$ cat config.mk
export PLATFORM = sky130hd
export DESIGN_NAME = pmic_irq_wdt
export DESIGN_NICKNAME = d
export VERILOG_FILES = /design/src/rtl/irq_wdt_pkg.sv /design/src/rtl/pmic_irq_wdt.sv
export VERILOG_INCLUDE_DIRS = /design/src /design/src/rtl
export SDC_FILE = /design/constraint.sdc
export NUM_CORES = 1
export LEC_CHECK = 0
export BUFFER_PORTS_ARGS = -buffer_cell sky130_fd_sc_hd__buf_2
export CELL_PAD_IN_SITES_DETAIL_PLACEMENT = 1
export CELL_PAD_IN_SITES_GLOBAL_PLACEMENT = 2
export CORE_ASPECT_RATIO = 1.75
export CORE_MARGIN = 4
export CORE_UTILIZATION = 38
export CTS_CLUSTER_SIZE = 16
export DETAILED_ROUTE_END_ITERATION = 8
export PLACE_DENSITY = 0.8
export SETUP_SLACK_MARGIN = 0.1
export SYNTH_ARGS = -nofsm -noshare
export SYNTH_HDL_FRONTEND = slang
export SYNTH_SLANG_ARGS = --single-unit
$ cat constraint.sdc
create_clock -name clk -period 4.4 [get_ports clk]
set_input_delay 0.44 -clock clk [delete_from_list [all_inputs] [get_ports clk]]
set_output_delay 0.44 -clock clk [all_outputs]
set_load 0.02 [all_outputs]
$ cat src/rtl/irq_wdt_regs.svh
// Register offsets, field positions, reset values and timing counts
// Functional notes
// [RULE1] Power button flags on press, optionally release; debounced level readable. The level register returns the two-stage synchronised level, not debounced.
// [RULE2] Second button flags on press, optionally release; debounced level readable. The level register returns the two-stage synchronised level, not debounced.
// [RULE3] Over-temperature-high flag when die exceeds upper threshold.
// [RULE4] Over-temperature-low flag when die falls from above high to below low.
// [RULE5] Charger detect, overvoltage, watchdog, bus-valid, battery-absent sources.
// [RULE6] Bus-valid and battery-absent are level sources with 0/100/200/400us debounce.
// [RULE7] High-battery flag when measured voltage exceeds programmed upper threshold.
// [RULE8] Low-battery flag when measured voltage falls below programmed lower threshold.
// [RULE9] Speaker class-D and class-AB over-current are level sources.
// [RULE10] Each buck has its own over-current level source.
// [RULE11] One linear regulator over-current source, debounce 100/200/400/800us.
// [RULE12] Status bits clear on writing one; zero leaves them.
// [RULE13] Watchdog timeout selectable among 4, 8, 16, 32 s.
// [RULE14] Watchdog starts counting when charger enable is set.
// [RULE15] Kick register write before timeout, else timeout flagged.
// [RULE16] Charging only with charger present, enable set, no timeout.
// [RULE17] Interrupt output high while any enabled status bit pending.
// [RULE18] Edge sources set on qualifying edge; level sources while active.
`ifndef IRQ_WDT_REGS_SVH
`define IRQ_WDT_REGS_SVH
// ==========================================================
// Register indices; byte address is four times the index
`define IDX_EN_A      12'h160
`define IDX_EN_B      12'h166
`define IDX_ST_A      12'h172
`define IDX_ST_B      12'h174
`define IDX_CTRL      12'h180
`define IDX_KICK      12'h181
`define IDX_BATTH     12'h182
`define IDX_LEVEL     12'h183
// ==========================================================
// Group A bit positions
`define A_SPK_AB      0
`define A_SPK_D       1
`define A_BAT_L       2
`define A_BAT_H       3
`define A_WDOG        4
`define A_POWER_BUTTON      5
`define A_OVER_TEMP_LOW       6
`define A_OVER_TEMP_HIGH       7
`define A_BATABS      8
`define A_BVALID      9
`define A_CHARGER_PRESENT      10
`define A_OV          11
// Group B bit positions
`define B_LDO         0
`define B_KEY2        1
`define B_ACC         2
`define B_AUDIO       3
`define B_RTC         4
`define B_CORE        5
`define B_SYS         6
`define B_PA          7
// Control register fields
`define C_CHG_EN      0
`define C_GEAR_LO     1
`define C_PWR_REL     3
`define C_KEY2_REL    4
`define C_BV_DEB_LO   5
`define C_LDO_DEB_LO  7
// ==========================================================
// Reset values
`define EN_A_RST      16'h0000
`define EN_B_RST      16'h0000
`define CTRL_RST      16'h0000
// ==========================================================
// Timing, clock 10 MHz
`define CLK_HZ        10000000
`define OV_DEB_US     4
`define OV_DEB_CYC    ((`OV_DEB_US * `CLK_HZ) / 1000000)
`define DEB_100_US    100
`define DEB_100_CYC   ((`DEB_100_US * `CLK_HZ) / 1000000)
`define WDT_BASE_S    4
`endif

$ cat src/rtl/irq_wdt_pkg.sv
// Types shared by the interrupt and watchdog block
package irq_wdt_pkg;
  typedef struct packed {
    logic [15:0] lo;
    logic [15:0] hi;
  } bat_thresh_t;
  typedef enum logic [1:0] {
    WD_IDLE  = 2'b00,
    WD_COUNT = 2'b01,
    WD_TOUT  = 2'b11
  } wd_state_t;
endpackage

$ cat src/rtl/pmic_irq_wdt.sv
// Interrupt collector and charging watchdog with APB register access
//
// Implementation choice: the APB slave port.
`timescale 1ns/1ps
`default_nettype none
`include "irq_wdt_regs.svh"
module pmic_irq_wdt
  import irq_wdt_pkg::*;
#(
  parameter int unsigned WDT_BASE_CYC = `WDT_BASE_S * `CLK_HZ
)(
  input  wire logic        clk,
  input  wire logic        rst_n,
  input  wire logic        psel,
  input  wire logic        penable,
  input  wire logic        pwrite,
  input  wire logic [11:0] paddr,
  input  wire logic [31:0] pwdata,
  output logic             pready,
  output logic [31:0]      prdata,
  output logic             pslverr,
  input  wire logic        power_button,
  input  wire logic        second_button,
  input  wire logic        over_temp_high,
  input  wire logic        charger_present,
  input  wire logic        charger_overvoltage,
  input  wire logic        bus_valid_detect,
  input  wire logic        battery_absent_detect,
  input  wire logic [14:0] battery_voltage,
  input  wire logic        speaker_d_overcurrent,
  input  wire logic        speaker_ab_overcurrent,
  input  wire logic        pa_buck_overcurrent,
  input  wire logic        system_buck_overcurrent,
  input  wire logic        core_buck_overcurrent,
  input  wire logic        linear_reg_overcurrent,
  input  wire logic        rtc_alarm_n,
  input  wire logic        audio_event,
  input  wire logic        accessory_event,
  output logic             charge_allow,
  output logic             irq
);
  localparam int NRAW = 17;
  localparam logic [15:0] OV_CYC  = 16'(`OV_DEB_CYC);
  localparam logic [15:0] D100    = 16'(`DEB_100_CYC);

  // ==========================================================
  // Pin synchronisers
  logic [NRAW-1:0] raw_in, sync1_r, sync2_r;
  assign raw_in = {accessory_event, audio_event, ~rtc_alarm_n,
                   linear_reg_overcurrent, core_buck_overcurrent,
                   system_buck_overcurrent, pa_buck_overcurrent,
                   speaker_ab_overcurrent, speaker_d_overcurrent,
                   battery_absent_detect, bus_valid_detect,
                   charger_overvoltage, charger_present, over_temp_high,
                   second_button, power_button, 1'b0};
  // Two stages; only the second stage is read by logic
  always_ff @(posedge clk) begin
    if (!rst_n) begin
      sync1_r <= '0;
      sync2_r <= '0;
    end else begin
      sync1_r <= raw_in;
      sync2_r <= sync1_r;
    end
  end
  logic [14:0] vbat1_r, vbat2_r;
  always_ff @(posedge clk) begin
    if (!rst_n) begin
      vbat1_r <= '0;
      vbat2_r <= '0;
    end else begin
      vbat1_r <= battery_voltage;
      vbat2_r <= vbat1_r;
    end
  end

  // ==========================================================
  // Registers
  logic [15:0] en_a_r, en_b_r, st_a_r, st_b_r, ctrl_r;
  bat_thresh_t thr_r;
  logic        wr_en, rd_en;
  assign pready  = 1'b1;
  assign wr_en   = psel & penable & pwrite;
  assign rd_en   = psel & penable & ~pwrite;

  function automatic logic hit(input logic [11:0] a, input logic [11:0] i);
    hit = (a == 12'(i << 2));
  endfunction

  function automatic logic mapped(input logic [11:0] a);
    mapped = hit(a, `IDX_EN_A) | hit(a, `IDX_EN_B) | hit(a, `IDX_ST_A) |
             hit(a, `IDX_ST_B) | hit(a, `IDX_CTRL) | hit(a, `IDX_KICK) |
             hit(a, `IDX_BATTH) | hit(a, `IDX_LEVEL);
  endfunction

  assign pslverr = psel & penable & ~mapped(paddr);

  // Software-written configuration
  always_ff @(posedge clk) begin
    if (!rst_n) begin
      en_a_r <= `EN_A_RST;
      en_b_r <= `EN_B_RST;
      ctrl_r <= `CTRL_RST;
      thr_r  <= '{lo: 16'h0000, hi: 16'h7fff};
    end else if (wr_en) begin
      if (hit(paddr, `IDX_EN_A))  en_a_r <= pwdata[15:0] & 16'h0fff;
      if (hit(paddr, `IDX_EN_B))  en_b_r <= pwdata[15:0] & 16'h00ff;
      if (hit(paddr, `IDX_CTRL))  ctrl_r <= pwdata[15:0] & 16'h01ff;
      if (hit(paddr, `IDX_BATTH)) thr_r  <= pwdata;
    end
  end

  // ==========================================================
  // Debounce and event detection
  logic [1:0]  gear;
  logic [1:0]  bv_sel, ldo_sel;
  assign gear    = ctrl_r[`C_GEAR_LO +: 2];
  assign bv_sel  = ctrl_r[`C_BV_DEB_LO +: 2];
  assign ldo_sel = ctrl_r[`C_LDO_DEB_LO +: 2];

  // Delays 0/100/200/400us for level charger sources [RULE6]
  logic [15:0] bv_lim, ldo_lim;
  assign bv_lim  = (bv_sel == 2'd0) ? 16'h0000 :
                   16'(D100 << (bv_sel - 2'd1));                 // [RULE6]
  assign ldo_lim = 16'(D100 << ldo_sel);                          // [RULE11]

  // Counter filters: output follows input once stable for limit cycles
  logic [15:0] cnt_r [4];
  logic [3:0]  deb_r;
  logic [3:0]  deb_in;
  logic [15:0] deb_lim [4];
  // Overvoltage, bus-valid, battery-absent, linear regulator
  assign deb_in = {sync2_r[13], sync2_r[7], sync2_r[6], sync2_r[5]};
  assign deb_lim[0] = OV_CYC;                                     // [RULE5]
  assign deb_lim[1] = bv_lim;
  assign deb_lim[2] = bv_lim;
  assign deb_lim[3] = ldo_lim;
  genvar g;
  generate
    for (g = 0; g < 4; g++) begin : g_deb
      always_ff @(posedge clk) begin
        if (!rst_n) begin
          cnt_r[g] <= '0;
          deb_r[g] <= 1'b0;
        end else if (deb_in[g] == deb_r[g]) begin
          cnt_r[g] <= '0;
        end else if (cnt_r[g] + 16'd1 >= deb_lim[g]) begin
          cnt_r[g] <= '0;
          deb_r[g] <= deb_in[g];
        end else begin
          cnt_r[g] <= cnt_r[g] + 16'd1;
        end
      end
    end
  endgenerate

  // Previous values for edge detection and thermal hysteresis
  logic pwr_q_r, key2_q_r, chr_q_r, ov_q_r, hot_q_r;
  always_ff @(posedge clk) begin
    if (!rst_n) begin
      pwr_q_r  <= 1'b0;
      key2_q_r <= 1'b0;
      chr_q_r  <= 1'b0;
      ov_q_r   <= 1'b0;
      hot_q_r  <= 1'b0;
    end else begin
      pwr_q_r  <= sync2_r[1];
      key2_q_r <= sync2_r[2];
      chr_q_r  <= sync2_r[4];
      ov_q_r   <= deb_r[0];
      hot_q_r  <= sync2_r[3];
    end
  end

  // ==========================================================
  // Watchdog
  wd_state_t   wd_state_r;
  logic [31:0] wd_cnt_r, wd_lim;
  logic        kick, wd_expire;
  assign kick      = wr_en & hit(paddr, `IDX_KICK);
  assign wd_lim    = 32'(WDT_BASE_CYC) << gear;                   // [RULE13]
  assign wd_expire = (wd_state_r == WD_COUNT) &&
                     (wd_cnt_r + 32'd1 >= wd_lim);
  // Counting only while charging is enabled; kick restarts the count
  always_ff @(posedge clk) begin
    if (!rst_n) begin
      wd_state_r <= WD_IDLE;
      wd_cnt_r   <= '0;
    end else begin
      case (wd_state_r)
        WD_IDLE: begin
          wd_cnt_r <= '0;
          if (ctrl_r[`C_CHG_EN]) wd_state_r <= WD_COUNT;       // [RULE14]
        end
        WD_COUNT: begin
          if (!ctrl_r[`C_CHG_EN]) begin
            wd_state_r <= WD_IDLE;
          end else if (kick) begin
            wd_cnt_r <= '0;                                     // [RULE15]
          end else if (wd_expire) begin
            wd_state_r <= WD_TOUT;                              // [RULE15]
          end else begin
            wd_cnt_r <= wd_cnt_r + 32'd1;
          end
        end
        WD_TOUT: begin
          // Timeout holds until charging is disabled by software
          wd_cnt_r <= '0;
          if (!ctrl_r[`C_CHG_EN]) wd_state_r <= WD_IDLE;
        end
        default: wd_state_r <= WD_IDLE;
      endcase
    end
  end

  // Charging gate [RULE16]
  always_ff @(posedge clk) begin
    if (!rst_n) charge_allow <= 1'b0;
    else charge_allow <= sync2_r[4] & ctrl_r[`C_CHG_EN] &
                         (wd_state_r != WD_TOUT);                 // [RULE16]
  end

  // ==========================================================
  // Event vectors
  logic [15:0] set_a, set_b, clr_a, clr_b;
  logic        vb_hi, vb_lo;
  assign vb_hi = {1'b0, vbat2_r} > thr_r.hi;                      // [RULE7]
  assign vb_lo = {1'b0, vbat2_r} < thr_r.lo;                      // [RULE8]
  always_comb begin
    set_a = '0;
    set_a[`A_POWER_BUTTON] = (sync2_r[1] & ~pwr_q_r) |
                       (ctrl_r[`C_PWR_REL] & ~sync2_r[1] & pwr_q_r); // [RULE1]
    set_a[`A_OVER_TEMP_HIGH]  = sync2_r[3] & ~hot_q_r;                     // [RULE3]
    set_a[`A_OVER_TEMP_LOW]  = ~sync2_r[3] & hot_q_r;                     // [RULE4]
    set_a[`A_CHARGER_PRESENT] = sync2_r[4] ^ chr_q_r;                      // [RULE5]
    set_a[`A_OV]     = deb_r[0] & ~ov_q_r;                        // [RULE18]
    set_a[`A_BVALID] = deb_r[1];                                  // [RULE18]
    set_a[`A_BATABS] = deb_r[2];                                  // [RULE6]
    set_a[`A_WDOG]   = (wd_state_r == WD_TOUT);                   // [RULE5]
    set_a[`A_BAT_H]  = vb_hi;
    set_a[`A_BAT_L]  = vb_lo;
    set_a[`A_SPK_D]  = sync2_r[8];                                // [RULE9]
    set_a[`A_SPK_AB] = sync2_r[9];                                // [RULE9]
    set_b = '0;
    set_b[`B_KEY2]   = (sync2_r[2] & ~key2_q_r) |
                       (ctrl_r[`C_KEY2_REL] & ~sync2_r[2] & key2_q_r); // [RULE2]
    set_b[`B_PA]     = sync2_r[10];                               // [RULE10]
    set_b[`B_SYS]    = sync2_r[11];                               // [RULE10]
    set_b[`B_CORE]   = sync2_r[12];                               // [RULE10]
    set_b[`B_LDO]    = deb_r[3];                                  // [RULE11]
    set_b[`B_RTC]    = sync2_r[14];
    set_b[`B_AUDIO]  = sync2_r[15];
    set_b[`B_ACC]    = sync2_r[16];
  end
  assign clr_a = (wr_en && hit(paddr, `IDX_ST_A)) ? pwdata[15:0] : 16'h0000;
  assign clr_b = (wr_en && hit(paddr, `IDX_ST_B)) ? pwdata[15:0] : 16'h0000;

  // Sticky status; a set in the clearing cycle wins
  always_ff @(posedge clk) begin
    if (!rst_n) begin
      st_a_r <= '0;
      st_b_r <= '0;
    end else begin
      st_a_r <= (st_a_r & ~clr_a) | set_a;                        // [RULE12]
      st_b_r <= (st_b_r & ~clr_b) | set_b;                        // [RULE12]
    end
  end

  // Interrupt line from enabled pending bits
  always_ff @(posedge clk) begin
    if (!rst_n) irq <= 1'b0;
    else irq <= |(st_a_r & en_a_r) | |(st_b_r & en_b_r);          // [RULE17]
  end

  // ==========================================================
  // Read data, registered in setup phase for the access phase
  always_ff @(posedge clk) begin
    if (!rst_n) begin
      prdata <= '0;
    end else if (psel && !penable && !pwrite) begin
      prdata <= '0;
      if (hit(paddr, `IDX_EN_A))  prdata <= {16'h0000, en_a_r};
      if (hit(paddr, `IDX_EN_B))  prdata <= {16'h0000, en_b_r};
      if (hit(paddr, `IDX_ST_A))  prdata <= {16'h0000, st_a_r};
      if (hit(paddr, `IDX_ST_B))  prdata <= {16'h0000, st_b_r};
      if (hit(paddr, `IDX_CTRL))  prdata <= {16'h0000, ctrl_r};
      if (hit(paddr, `IDX_BATTH)) prdata <= thr_r;
      if (hit(paddr, `IDX_LEVEL))
        prdata <= {27'h0, wd_state_r, charge_allow,
                   sync2_r[2], sync2_r[1]};                       // [RULE1] [RULE2]
    end
  end
  logic unused;
  assign unused = rd_en | sync2_r[0];
endmodule
`default_nettype wire

==> qor.csv <==
metric;value;unit
status;completed;
die height;267;um
Worst Path Arrival;4.49;ns
xor/xnor share of the synthesized area;4.28;%
Hold Slack;0.0475;ns
count of input and output buffers;114;
max_slew headroom;31.3;%
vias after detailed routing;12100;
Worst Setup EP;wd_cnt_r[15]$_SDFFE_PN0P_;
Simple-Gate Fraction of Synth Area;21.9;%
worst slack, placed;0.293;ns
antenna violations before repair;1;
mux share of post-synthesis cell area;2.28;%
placer congestion estimate;0.830;
met1 WL;16600;um
NetSw;1.33;mW
Core ar.;37600;um2
Reg clk slew, reported paths;0.06;ns
Seq pwr share;51.0;%
drt total wl;44000;um
post-DP HPWL;33100;um
largest net degree at the start of global routing;67;
Yosys warning count;0;
Antenna Nets Post-Route;0;
RSZ-0062 raised after global routing;true;
PD cells;336;nW/um2
largest family of logic cells by synthesized area;simple AND/OR/NAND/NOR gates;
cell area after synthesis;14500;um2
Adder-Cell Fraction of Synth Area;8.53;%
Max Clk Rate;251;MHz
final worst-path cycle share;90.5;%
first-pass GRT wire length;70200;um
clk sinks;296;
Final min period;3.98;ns
VDD IR max;0.000285;V
routed wl met3;1130;um
compound-gate portion of the synthesized area;13.9;%
dominant cell type by area after synthesis;dfxtp_1;
Lkg Pwr;6.64;nW
DP Area;15900;um2
net count reported at finish;1955;
CTS tree;built;
Top FF cell, synth;dfxtp_1;
initial core utilization;38.6;%
die area;41500;um2
GRT Residual Overflow;0;
CTS hold repair buffers;0;
Clock Path Buffers;3;
synth-to-layout area growth;16.5;%
final setup vio count;0;
top sig layer;met5;
vias per cell;5.32;
final instance area;16900;um2
CTS H-tree lvls;1;
Fin Setup TNS;0;ns
Worst-Margin Slew;1.03;ns
Reg2Reg Setup Slack;0.42;ns
skew final;0.0229;ns
max-cap violations;0;
vias in the first global route;13100;
max-slew violations;0;
Synth area leaders;dfxtp_1 32%, edfxtp_1 13%, ha_1 8.5%;
Iteration-0 DRC Markers;604;
Ports;116;
Die X;156;um
HP Class;input port to register;
CTS buffer count;29;
Setup CP Type;register to register;
clock share of power;44.2;%
metal2 WL;24800;um
critical path launch point;wd_cnt_r[15]$_SDFFE_PN0P_;
Sw Ratio;23.4;%
library cells used by synthesis;74;
startpoint types;register;
DR DRC count;0;
FF-to-FF End;wd_cnt_r[15]$_SDFFE_PN0P_;
Site Rows;94;
Pint;4.35;mW
CTS Root Buffer Type;clkbuf_16;
register area share after synthesis;45.2;%
router iterations before antenna repair;5;
Clk Latency, worst-skew pair;0.58;ns
R2R Path Start;wd_cnt_r[15]$_SDFFE_PN0P_;
Post-synth EDFFs;64;
GRT Overall Usage;21.1;%
WL per Instance;19.3;um
Synth Register Bits;296;
asr flop ratio synth;0;%
layout cells sized above 1;12.5;%
crit path max fanout;11;
depth of the most critical reg-to-reg path;15;
combinational share of power;4.7;%
total power;5.68;mW
Final Hold Vio Count;0;
Syn Inst Count;1589;
Worst EP required;4.91;ns
final setup margin;0.418;ns
post-synthesis area per instance;9.14;um2
ant diodes;0;
post-synth top area share;32.0;%
critical path endpoint category;register;
count leader, synth;dfxtp_1;
synth cell count leaders;232 x dfxtp_1, 219 x nand2_1, 110 x nor2_1;
[stage by stage]
| step | utilization (%) | std cells |
|---|---|---|
| finish | 44.9 | 2277 |
| global route | 44.9 | 2277 |
| CTS | 44.9 | 2276 |
| detailed placement | 42.4 | 2224 |
| global placement | 42.4 | 2224 |
| floorplan | - | 1673 |
[critical path, stage by stage, from the launching register on]
cell and delay (ns):
dfxtp_1 0.46, nand4_1 0.25, nor4_2 0.40, buf_4 0.20, nand3_1 0.18, nor2_1 0.23
xor2_1 0.12, ha_1 0.23, nor3_1 0.23, o211ai_1 0.13, nor4_1 0.26, a211oi_2 0.12
or3_1 0.57, o22ai_4 0.24, buf_12 0.16, a221o_2 0.14
[metal layers]
layer	global-route usage (%)	vias up
met4	6.89	2
met2	42.2	190
met3	2.09	83
met5	0	-
li1	-	5887
met1	22.5	5950
[power groups by stage]
| stage | registers, mW | logic, mW | clock network [mW] |
|---|---|---|---|
| 6_report | 2.90 | 0.269 | 2.51 |
| 3_3_place_gp | 2.96 | 0.261 | 0 |
| 5_1_grt | 2.91 | 0.304 | 2.70 |
| 4_1_cts | 2.90 | 0.271 | 2.58 |
| 2_1_floorplan | 2.94 | 0.162 | 0 |
| 3_5_place_dp | 2.96 | 0.269 | 0 |
[placed cells by master, fill, tap and decap left out, types with 27 or more instances in the layout]
master	n
nor2b_1	35
buf_2	113
xnor2_1	47
nand3_1	74
dfxtp_1	232
a21oi_1	108
nand2_1	219
mux2i_1	33
conb_1	86
buf_4	27
edfxtp_1	64
inv_1	69
ha_1	99
nor2_1	109
clkbuf_16	29
and2_1	70
o21ai_0	27
[state kept, by name, indices dropped and copies added (netlist names)]
register      cells
deb_r             4
en_a_r           12
st_a_r           16
en_b_r            8
wd_cnt_r         32
sync2_r          16
vbat2_r          15
ctrl_r            9
wd_state_r        2
sync1_r          16
chr_q_r           1
prdata           32
ov_q_r            1
key2_q_r          1
charge_allow      1
pwr_q_r           1
vbat1_r          15
thr_r            32
st_b_r           16
cnt_r            64
irq               1
hot_q_r           1
[cell type report]
type	instances	area (um2)
Sequential cell	296	6570
Fill cell	4473	20700
Clock buffer	38	800
Timing Repair Buffer	141	788
Tap cell	480	601
Clock inverter	14	139
Multi-Input combinational cell	1238	7760
Inverter	70	264
[kinds of logic after synthesis]
logic type	count (synthesis)
XOR/XNOR	71
other	2
adder cells (fa/ha/maj)	99
multiplexers	33
AND/OR/NAND/NOR	647
AO/OA/AOI/OAI	302
buffers and inverters	139
flip-flops	296
[how the worst min path moves through the flow]
stage / from / endpoint / slack [ns] / cells after the start
floorplan: st_b_r[10]$_SDFF_PN0_ / st_b_r[10]$_SDFF_PN0_ / 0.41 / 2
global placement: sync2_r[14]$_SDFF_PN0_ / st_b_r[4]$_SDFF_PN0_ / 0.42 / 2
detailed placement: sync1_r[4]$_SDFF_PN0_ / sync2_r[4]$_SDFF_PN0_ / 0.42 / 1
CTS: battery_voltage[10] / vbat1_r[10]$_SDFF_PN0_ / 0.04 / 2
global route: battery_voltage[10] / vbat1_r[10]$_SDFF_PN0_ / 0.04 / 2
finish: rtc_alarm_n / sync1_r[14]$_SDFF_PN0_ / 0.05 / 2
[repair_timing]
action                     CTS  global route
resized for setup            0             2
buffers inserted             0             1
setup endpoints to repair    0            25
Note: power is estimated with default switching activity, not from simulation.
